===== src/verilog/tcs_pkg.sv =====
// tcs_pkg: shared constants and types for the touch controller serial slave port
// assumes: used by tcs_i2c_slave and tcs_bit_sampler, one 100 MHz clock domain
package tcs_pkg;
  localparam logic [6:0] DEFAULT_SLAVE_ADDR = 7'h2b;
  localparam logic [7:0] NVM_ADDR_LOC       = 8'h04;
  localparam int         CLK_HZ             = 100_000_000;
  localparam int         STD_RATE_BPS       = 100_000;
  localparam int         FAST_RATE_BPS      = 400_000;
  // shortest scl high time supported at fast mode, in ns
  localparam int         SCL_HIGH_MIN_NS    = 600;
  localparam int         SCL_HIGH_MIN_CYC   = (SCL_HIGH_MIN_NS * (CLK_HZ / 1_000_000)) / 1000;
  localparam int         REG_COUNT          = 256;
  localparam logic       DIR_WRITE          = 1'b0;
  localparam logic       DIR_READ           = 1'b1;
  localparam logic [2:0] BIT_LAST           = 3'h7;
  // register indices seen on the bus
  localparam logic [7:0] IDX_IRQ_SRC        = 8'h00;
  localparam logic [7:0] IDX_BTN_STAT       = 8'h02;
  localparam logic [7:0] IDX_GPI_STAT       = 8'h07;
  localparam logic [7:0] IDX_SHADOW_STAT    = 8'h08;
  localparam logic [7:0] IDX_CTRL_FIRST     = 8'h09;
  localparam logic [7:0] IDX_CTRL_LAST      = 8'h0e;
  localparam logic [7:0] IDX_KEY_HI         = 8'hac;
  localparam logic [7:0] IDX_KEY_LO         = 8'had;
  localparam logic [7:0] IDX_SOFT_RESET     = 8'hb1;
  localparam int         CTRL_OUT_COUNT     = 16;

  typedef enum logic [1:0] {
    TCS_GRP_NONE,
    TCS_GRP_STATUS,
    TCS_GRP_CONTROL,
    TCS_GRP_GATEWAY
  } tcs_group_type;

  // line events found on the sampled bus
  typedef struct packed {
    logic start;
    logic stop;
    logic scl_rise;
    logic scl_fall;
    logic sda;
  } tcs_line_evt_type;

  // register side write port
  typedef struct packed {
    logic       wr;
    logic [7:0] idx;
    logic [7:0] data;
  } tcs_reg_wr_type;
endpackage


===== src/verilog/tcs_i2c_slave.sv =====
// tcs_i2c_slave: two-wire slave port giving a host access to the register set
// assumes: master supplies scl; sda is open drain, resolved outside
`timescale 1ns/100ps
module tcs_i2c_slave
#(
  parameter logic [6:0] SLAVE_ADDR = tcs_pkg::DEFAULT_SLAVE_ADDR  // factory address
)
(
  input  wire logic                 clock_i,        // 100 MHz clock
  input  wire logic                 rst_n_i,        // async reset, active low
  input  wire logic                 scl_i,          // bus clock pin
  input  wire logic                 sda_i,          // bus data pin in
  output logic                      sda_o,          // bus data pin out, always 0
  output logic                      sda_oe_o,       // high while pulling sda low
  input  wire logic                 nvm_addr_vld_i, // nvm holds an address
  input  wire logic [6:0]           nvm_addr_i,     // address from nvm location
  input  wire logic                 phase_i,        // start of processing phase
  input  wire logic [7:0]           status_i [0:7], // live status bytes 0x00..0x07
  input  wire logic [7:0]           shadow_stat_i,  // shadow memory status 0x08
  output tcs_pkg::tcs_reg_wr_type   wr_o,           // applied write at phase start
  output logic [7:0]                ctrl_o [0:15]   // applied shadow values 0x00..0x0f
);
  typedef enum logic [2:0] {
    TCS_IDLE, TCS_ADDR, TCS_ADDR_ACK, TCS_RX, TCS_RX_ACK, TCS_TX, TCS_TX_ACK
  } tcs_state_type;

  tcs_pkg::tcs_line_evt_type evt;
  tcs_state_type state;
  logic [7:0]    shift;
  logic [2:0]    bit_cnt;
  logic [7:0]    ptr;
  logic          have_idx;
  logic          rd_dir;
  logic [6:0]    my_addr;
  logic [7:0]    shadow [0:255];
  logic [7:0]    pend_data;
  logic [7:0]    pend_idx;
  logic          pend;
  logic [7:0]    rd_byte;
  tcs_pkg::tcs_group_type grp;

  tcs_bit_sampler tcs_bit_sampler_inst
  (
    .clock_i (clock_i),
    .rst_n_i (rst_n_i),
    .scl_i   (scl_i),
    .sda_i   (sda_i),
    .evt_o   (evt)
  );

  // address picked after reset release, not in the reset branch
  always_ff @(posedge clock_i or negedge rst_n_i)
  begin
    if (!rst_n_i)
      my_addr <= tcs_pkg::DEFAULT_SLAVE_ADDR;
    else
      my_addr <= nvm_addr_vld_i ? nvm_addr_i : SLAVE_ADDR;
  end

  // register grouping; 0x01 and 0x03..0x06 reserved
  always_comb
  begin
    case (ptr)
      tcs_pkg::IDX_IRQ_SRC, tcs_pkg::IDX_BTN_STAT,
      tcs_pkg::IDX_GPI_STAT, tcs_pkg::IDX_SHADOW_STAT: grp = tcs_pkg::TCS_GRP_STATUS;
      tcs_pkg::IDX_KEY_HI, tcs_pkg::IDX_KEY_LO:        grp = tcs_pkg::TCS_GRP_GATEWAY;
      tcs_pkg::IDX_SOFT_RESET:                         grp = tcs_pkg::TCS_GRP_CONTROL;
      default:
        grp = (ptr >= tcs_pkg::IDX_CTRL_FIRST && ptr <= tcs_pkg::IDX_CTRL_LAST) ?
              tcs_pkg::TCS_GRP_CONTROL : tcs_pkg::TCS_GRP_NONE;
    endcase
  end

  always_comb
  begin
    case (grp)
      tcs_pkg::TCS_GRP_STATUS:
        rd_byte = (ptr == tcs_pkg::IDX_SHADOW_STAT) ? shadow_stat_i : status_i[ptr[2:0]];
      tcs_pkg::TCS_GRP_CONTROL,
      tcs_pkg::TCS_GRP_GATEWAY: rd_byte = shadow[ptr];
      default:                  rd_byte = 8'h00;
    endcase
  end

  // bus protocol engine
  always_ff @(posedge clock_i or negedge rst_n_i)
  begin
    if (!rst_n_i)
    begin
      state    <= TCS_IDLE;
      shift    <= 8'h00;
      bit_cnt  <= 3'h0;
      ptr      <= 8'h00;
      have_idx <= 1'b0;
      rd_dir   <= 1'b0;
      sda_oe_o <= 1'b0;
      pend     <= 1'b0;
      pend_idx <= 8'h00;
      pend_data <= 8'h00;
    end
    else
    begin
      if (phase_i)
        pend <= 1'b0;
      if (evt.stop)
      begin
        state    <= TCS_IDLE;
        sda_oe_o <= 1'b0;
      end
      else if (evt.start)
      begin
        state    <= TCS_ADDR;
        bit_cnt  <= 3'h0;
        sda_oe_o <= 1'b0;
      end
      else
      begin
        case (state)
          TCS_ADDR, TCS_RX:
            if (evt.scl_rise)
            begin
              shift   <= {shift[6:0], evt.sda};
              bit_cnt <= bit_cnt + 3'h1;
              if (bit_cnt == tcs_pkg::BIT_LAST)
                state <= (state == TCS_ADDR) ? TCS_ADDR_ACK : TCS_RX_ACK;
            end
          TCS_ADDR_ACK:
            if (evt.scl_fall && !sda_oe_o)
            begin
              if (shift[7:1] == my_addr)
              begin
                sda_oe_o <= 1'b1;
                rd_dir   <= shift[0];
                if (shift[0] == tcs_pkg::DIR_WRITE)
                  have_idx <= 1'b0;
              end
              else
                state <= TCS_IDLE;
            end
            else if (evt.scl_fall)
            begin
              if (rd_dir == tcs_pkg::DIR_READ)
              begin
                state    <= TCS_TX;
                shift    <= rd_byte;
                sda_oe_o <= !rd_byte[7];
                bit_cnt  <= 3'h1;
              end
              else
              begin
                state    <= TCS_RX;
                sda_oe_o <= 1'b0;
              end
            end
          TCS_RX_ACK:
            if (evt.scl_fall && !sda_oe_o)
            begin
              sda_oe_o <= 1'b1;
              if (!have_idx)
              begin
                ptr      <= shift;
                have_idx <= 1'b1;
              end
              else
              begin
                if (grp == tcs_pkg::TCS_GRP_CONTROL || grp == tcs_pkg::TCS_GRP_GATEWAY)
                begin
                  pend      <= 1'b1;
                  pend_idx  <= ptr;
                  pend_data <= shift;
                end
                ptr <= ptr + 8'h01;
              end
            end
            else if (evt.scl_fall)
            begin
              state    <= TCS_RX;
              sda_oe_o <= 1'b0;
            end
          TCS_TX:
            if (evt.scl_fall)
            begin
              if (bit_cnt == 3'h0)
              begin
                state    <= TCS_TX_ACK;
                sda_oe_o <= 1'b0;
                ptr      <= ptr + 8'h01;
              end
              else
              begin
                sda_oe_o <= !shift[~bit_cnt];
                bit_cnt  <= bit_cnt + 3'h1;
              end
            end
          TCS_TX_ACK:
            if (evt.scl_rise)
            begin
              if (evt.sda)
                state <= TCS_IDLE;
            end
            else if (evt.scl_fall)
            begin
              state    <= TCS_TX;
              shift    <= rd_byte;
              sda_oe_o <= !rd_byte[7];
              bit_cnt  <= 3'h1;
            end
          default: state <= TCS_IDLE;
        endcase
      end
    end
  end

  // shadow memory: volatile, cleared at power-up reset
  always_ff @(posedge clock_i or negedge rst_n_i)
  begin
    if (!rst_n_i)
    begin
      for (int i = 0; i < tcs_pkg::REG_COUNT; i++)
        shadow[i] <= 8'h00;
      wr_o <= '0;
    end
    else
    begin
      wr_o.wr <= 1'b0;
      if (phase_i && pend)
      begin
        shadow[pend_idx] <= pend_data;
        wr_o.wr   <= 1'b1;
        wr_o.idx  <= pend_idx;
        wr_o.data <= pend_data;
      end
    end
  end

  generate
    for (genvar g = 0; g < tcs_pkg::CTRL_OUT_COUNT; g++)
    begin : g_ctrl
      always_comb ctrl_o[g] = shadow[g];
    end
  endgenerate

  assign sda_o = 1'b0;
endmodule


===== src/verilog/tcs_bit_sampler.sv =====
// tcs_bit_sampler: synchronises scl/sda and detects edges, start and stop
// assumes: raw pins from the bus, asynchronous to clock_i
`timescale 1ns/100ps
module tcs_bit_sampler
(
  input  wire logic                      clock_i,  // system clock
  input  wire logic                      rst_n_i,  // async reset, active low
  input  wire logic                      scl_i,    // raw bus clock
  input  wire logic                      sda_i,    // raw bus data
  output tcs_pkg::tcs_line_evt_type      evt_o     // sampled events
);
  logic [1:0] scl_sync;
  logic [1:0] sda_sync;
  logic       scl_prev;
  logic       sda_prev;

  always_ff @(posedge clock_i or negedge rst_n_i)
  begin
    if (!rst_n_i)
    begin
      scl_sync <= 2'h3;
      sda_sync <= 2'h3;
      scl_prev <= 1'b1;
      sda_prev <= 1'b1;
    end
    else
    begin
      scl_sync <= {scl_sync[0], scl_i};
      sda_sync <= {sda_sync[0], sda_i};
      scl_prev <= scl_sync[1];
      sda_prev <= sda_sync[1];
    end
  end

  always_comb
  begin
    evt_o.scl_rise = scl_sync[1] && !scl_prev;
    evt_o.scl_fall = !scl_sync[1] && scl_prev;
    evt_o.start    = scl_sync[1] && scl_prev && sda_prev && !sda_sync[1];
    evt_o.stop     = scl_sync[1] && scl_prev && !sda_prev && sda_sync[1];
    evt_o.sda      = sda_sync[1];
  end
endmodule


===== config.mk =====
export PLATFORM = sky130hd
export DESIGN_NAME = tcs_i2c_slave
export DESIGN_NICKNAME = d
export VERILOG_FILES = /design/src/verilog/tcs_pkg.sv /design/src/verilog/tcs_i2c_slave.sv /design/src/verilog/tcs_bit_sampler.sv
export SDC_FILE = /design/constraint.sdc
export NUM_CORES = 2
export LEC_CHECK = 0
export BUFFER_PORTS_ARGS = -buffer_cell sky130_fd_sc_hd__buf_4
export CORE_MARGIN = 5
export CORE_UTILIZATION = 37
export CTS_CLUSTER_DIAMETER = 200
export DETAILED_ROUTE_END_ITERATION = 7
export GPL_TIMING_DRIVEN = 0
export PLACE_DENSITY = 0.62
export SLEW_MARGIN = 20
export SYNTH_ARGS = -nofsm -noshare
export SYNTH_HDL_FRONTEND = slang
export SYNTH_SLANG_ARGS = --single-unit

===== constraint.sdc =====
create_clock -name clock_i -period 4.15 [get_ports clock_i]
set_input_delay 0.6225 -clock clock_i [delete_from_list [all_inputs] [get_ports clock_i]]
set_output_delay 0.6225 -clock clock_i [all_outputs]
set_load 0.005 [all_outputs]

==> results.json <==
{
  "yosysUniqueCellTypes": 59,
  "fillerInstances": 13100,
  "cp.depth": 7,
  "row_count": 139,
  "clkTransAtPathRegs_ns": 0.06,
  "synthAdderAreaFrac_pct": 0.260,
  "worst_setup_path_start_kind": "register",
  "initial_core_util_pct": 37.1,
  "grt_pass1_vias": 36200,
  "boundaryPins": 232,
  "p_seq_share_pct": 37.4,
  "synth_edf_count": 0,
  "grt_busiest_layer": "met2",
  "clockBufferDepth": 3,
  "cp_top_family": "simple AND/OR/NAND/NOR gates",
  "multi_input_area_um2": 23100,
  "ys_seq_area_share_pct": 52.1,
  "drive_gt1_share_pct": 49.3,
  "p_per_area_nw_per_um2": 478,
  "ys_warn_count": 0,
  "synthArstFlopShare_pct": 100,
  "finClkSkew_ns": 0.0357,
  "grt_setup_unrepaired": "yes",
  "synth-compound-area-share_pct": 2.14,
  "gr-total-overflow": 0,
  "rrSetupSlack_ns": -0.22,
  "syn_nets": 3822,
  "power_frac_clock_pct": 38.7,
  "synthSimpleGateAreaFrac_pct": 4.84,
  "area_growth_pct": 17.0,
  "place.gp.congestion": 0.987,
  "drv_slew": 0,
  "cap_viol_max_count": 0,
  "ys_ff_latch": 1104,
  "startpoint": "pend$_DFF_PN0_",
  "hold_viol": 0,
  "syn_inst": 3726,
  "numPortBuffers": 230,
  "status": "finished, violations left",
  "dieHeight_um": 389,
  "post-place-ws_ns": -1.22,
  "insertion_delay_ns": 0.75,
  "drtAntennaViolNets": 0,
  "combPwrFrac_pct": 23.9,
  "synth_xor_area_share_pct": 0.116,
  "slowest_delay_ns": 0.90,
  "grt_usage_pct": 25.8,
  "p_leak_nw": 29.2,
  "setup_viol": 52,
  "die-area_um2": 151000,
  "hp-class": "in2reg",
  "cp-endpoint": "shadow[578]$_DFFE_PN0P_",
  "worst_slew_pin_slew_ns": 1.33,
  "r2r-start": "pend$_DFF_PN0_",
  "path_class": "reg2reg",
  "drt-vias-per-instance": 5.90,
  "drc_errors": 0,
  "ctsHtreeMaxLevel": 3,
  "end_kind": "register",
  "ir_worst_vdd_uv": 393,
  "violations": "negative setup slack",
  "cell_internal_pwr_mw": 19.8,
  "cts_sinks": 1104,
  "cp_data_required_time_ns": 4.75,
  "wl_per_cell_um": 32.5,
  "place_hpwl_um": 138000,
  "grt_use_met3_pct": 8.49,
  "slowest_stage": "nor2_2",
  "syn_area_per_cell_um2": 14.2,
  "p_switching_mw": 9.84,
  "dr_total_vias": 36000,
  "seq_area_um2": 27600,
  "synth_top_family_by_area": "multiplexers",
  "final_nets": 4190,
  "synth_mux_area_share_pct": 36.1,
  "grt_use_met2_pct": 38.4,
  "cts_buffers": 121,
  "fmax_ghz": 0.229,
  "wl_um": 198000,
  "grt_use_met1_pct": 33.6,
  "syn-cell-area_um2": 53000,
  "dr.pass1.iters": 6,
  "fin_ws_ns": -0.215,
  "grt_first_pass_wirelength_um": 280000,
  "root_buffer": "clkbuf_16",
  "switching_share_pct": 33.2,
  "cts_tree": "done",
  "antenna_found_initial": 6,
  "fin_crit_sh_pct": 105,
  "cp_max_fo": 10,
  "r2r_end": "shadow[578]$_DFFE_PN0P_",
  "fin_crit_ns": 4.37,
  "core_area_um2": 143000,
  "ys.flop_type": "dfrtp_1",
  "worstPathCellList": "nand2_1 > inv_1 > clkbuf_1 > nand2_1 > clkbuf_1 > nor2_2 > mux2_2",
  "relSlewSlack_pct": 11.3,
  "cp.arrival_ns": 4.97,
  "r2r_cells": 7,
  "die_w_um": 389,
  "critical_path_buf_inv_count": 3,
  "first_iter_violations": 4124,
  "grt_start_max_net_pins": 143,
  "setup_tns_ns": -4.78
}
-- Yosys cell counts, types with 13 or more instances --
cell type / count / share of area (%)
buf_4: 144 / 2.0
a21oi_1: 24 / 0.23
nor4_1: 14 / 0.17
clkbuf_1: 242 / 1.7
a211oi_1: 13 / 0.18
nand2_1: 303 / 2.1
nor2b_1: 22 / 0.26
inv_1: 13 / 0.092
mux2_2: 1050 / 22
nand2b_1: 25 / 0.29
mux2i_1: 27 / 0.51
buf_1: 19 / 0.13
dfrtp_1: 1094 / 52
nand3_1: 31 / 0.29
nor2_1: 127 / 0.90
mux4_2: 312 / 13
buf_2: 30 / 0.28
a22oi_1: 25 / 0.35
o21ai_0: 34 / 0.32
nor3_1: 23 / 0.22
-- layout make-up --
cell class / count / area share, %
diodes: 4 / 0.0161
inverters: 13 / 0.0787
clock buffers: 192 / 6.06
multi-input cells: 2164 / 37.3
flip-flops and latches: 1104 / 44.6
clock inverters: 33 / 0.807
plain buffers: 443 / 3.96
repair buffers: 247 / 3.36
well taps: 1903 / 3.84
-- how the worst min path moves through the flow --
| stage | from | to | slack [ns] | cells past startpoint |
|---|---|---|---|---|
| floorplan | rst_n_i | bit_cnt[0]$_DFFE_PN0P_ | 0.33 | 0 |
| global placement | tcs_bit_sampler_inst.sda_sync[0]$_DFF_PN1_ | tcs_bit_sampler_inst.sda_sync[1]$_DFF_PN1_ | 0.35 | 0 |
| detailed placement | tcs_bit_sampler_inst.sda_sync[0]$_DFF_PN1_ | tcs_bit_sampler_inst.sda_sync[1]$_DFF_PN1_ | 0.35 | 0 |
| CTS | nvm_addr_vld_i | my_addr[3]$_DFF_PN1_ | 0.06 | 2 |
| global route | nvm_addr_vld_i | my_addr[1]$_DFF_PN1_ | 0.08 | 2 |
| finish | nvm_addr_vld_i | my_addr[3]$_DFF_PN1_ | 0.08 | 2 |
-- layout by cell type, fill, tap and decap left out, types with 12 or more instances in the layout --
| cell type | count |
|---|---|
| nor3_1 | 23 |
| mux2_2 | 1050 |
| nor2b_1 | 22 |
| nand2_1 | 303 |
| mux2i_1 | 23 |
| clkbuf_1 | 241 |
| nor2_2 | 12 |
| dfrtp_1 | 1093 |
| clkbuf_2 | 27 |
| nor2_1 | 113 |
| mux4_2 | 312 |
| clkbuf_16 | 124 |
| nand3_1 | 30 |
| clkbuf_8 | 40 |
| buf_6 | 18 |
| nand2b_1 | 25 |
| o21ai_0 | 34 |
| buf_2 | 21 |
| buf_4 | 379 |
| a21oi_1 | 24 |
| a22oi_1 | 25 |
| a211oi_1 | 13 |
| clkinv_2 | 14 |
| inv_1 | 13 |
-- sequential cells by signal (all words and copies together) (netlist names), 2 cells and up --
signal	cells
shadow	904
ctrl_o	128
wr_o	17
pend_data	8
pend_idx	8
ptr	8
shift	8
my_addr	7
bit_cnt	3
state	3
tcs_bit_sampler_inst.scl_sync	2
tcs_bit_sampler_inst.sda_sync	2
-- per-stage QoR --
step | hold WS, ns | utilization [%] | instances | total power, mW | area (um2)
floorplan | 0.327 | - | 3726 | 14.5 | 53000
finish | 0.0836 | 43.4 | 6103 | 29.6 | 62000
global route | 0.0754 | 43.4 | 6099 | 30.2 | 62000
detailed placement | 0.349 | 40.3 | 5872 | 18.0 | 57600
CTS | 0.0581 | 43.3 | 6099 | 29.4 | 61900
global placement | 0.348 | 40.0 | 5859 | 17.9 | 57100
-- metal layers --
layer  share of wire (%)  up-vias
met1                  40    19300
met4                 6.4        2
met2                  43     1886
li1                    -    14300
met5              0.0066        -
met3                  11      546
-- cell families (layout without fill, tap and decap cells) --
group	count (synthesis)	count (layout)
multiplexers	1389	1389
flip-flops	1104	1104
AND/OR/NAND/NOR	588	588
buffers and inverters	458	928
AO/OA/AOI/OAI	168	168
adder cells (fa/ha/maj)	11	11
XOR/XNOR	7	7
other	1	5
-- what timing repair did --
action | in CTS | in global routing
pin swaps | 1 | 0
hold buffers | 3 | 0
setup buffers | 1 | 0
cloned | 0 | 0
setup endpoints to repair | 30 | 47
endpoints found under the hold margin | 99 | 0
gates resized for setup | 30 | 18
-- power by group through the flow --
stage	Clock, mW	Combinational, mW	Sequential (mW)
finish	11.5	7.08	11.1
global route	12.0	7.13	11.1
CTS	11.5	6.79	11.1
detailed placement	0	6.71	11.3
global placement	0	6.62	11.3
floorplan	0	3.34	11.2
Power figures use the tool's default switching activity.
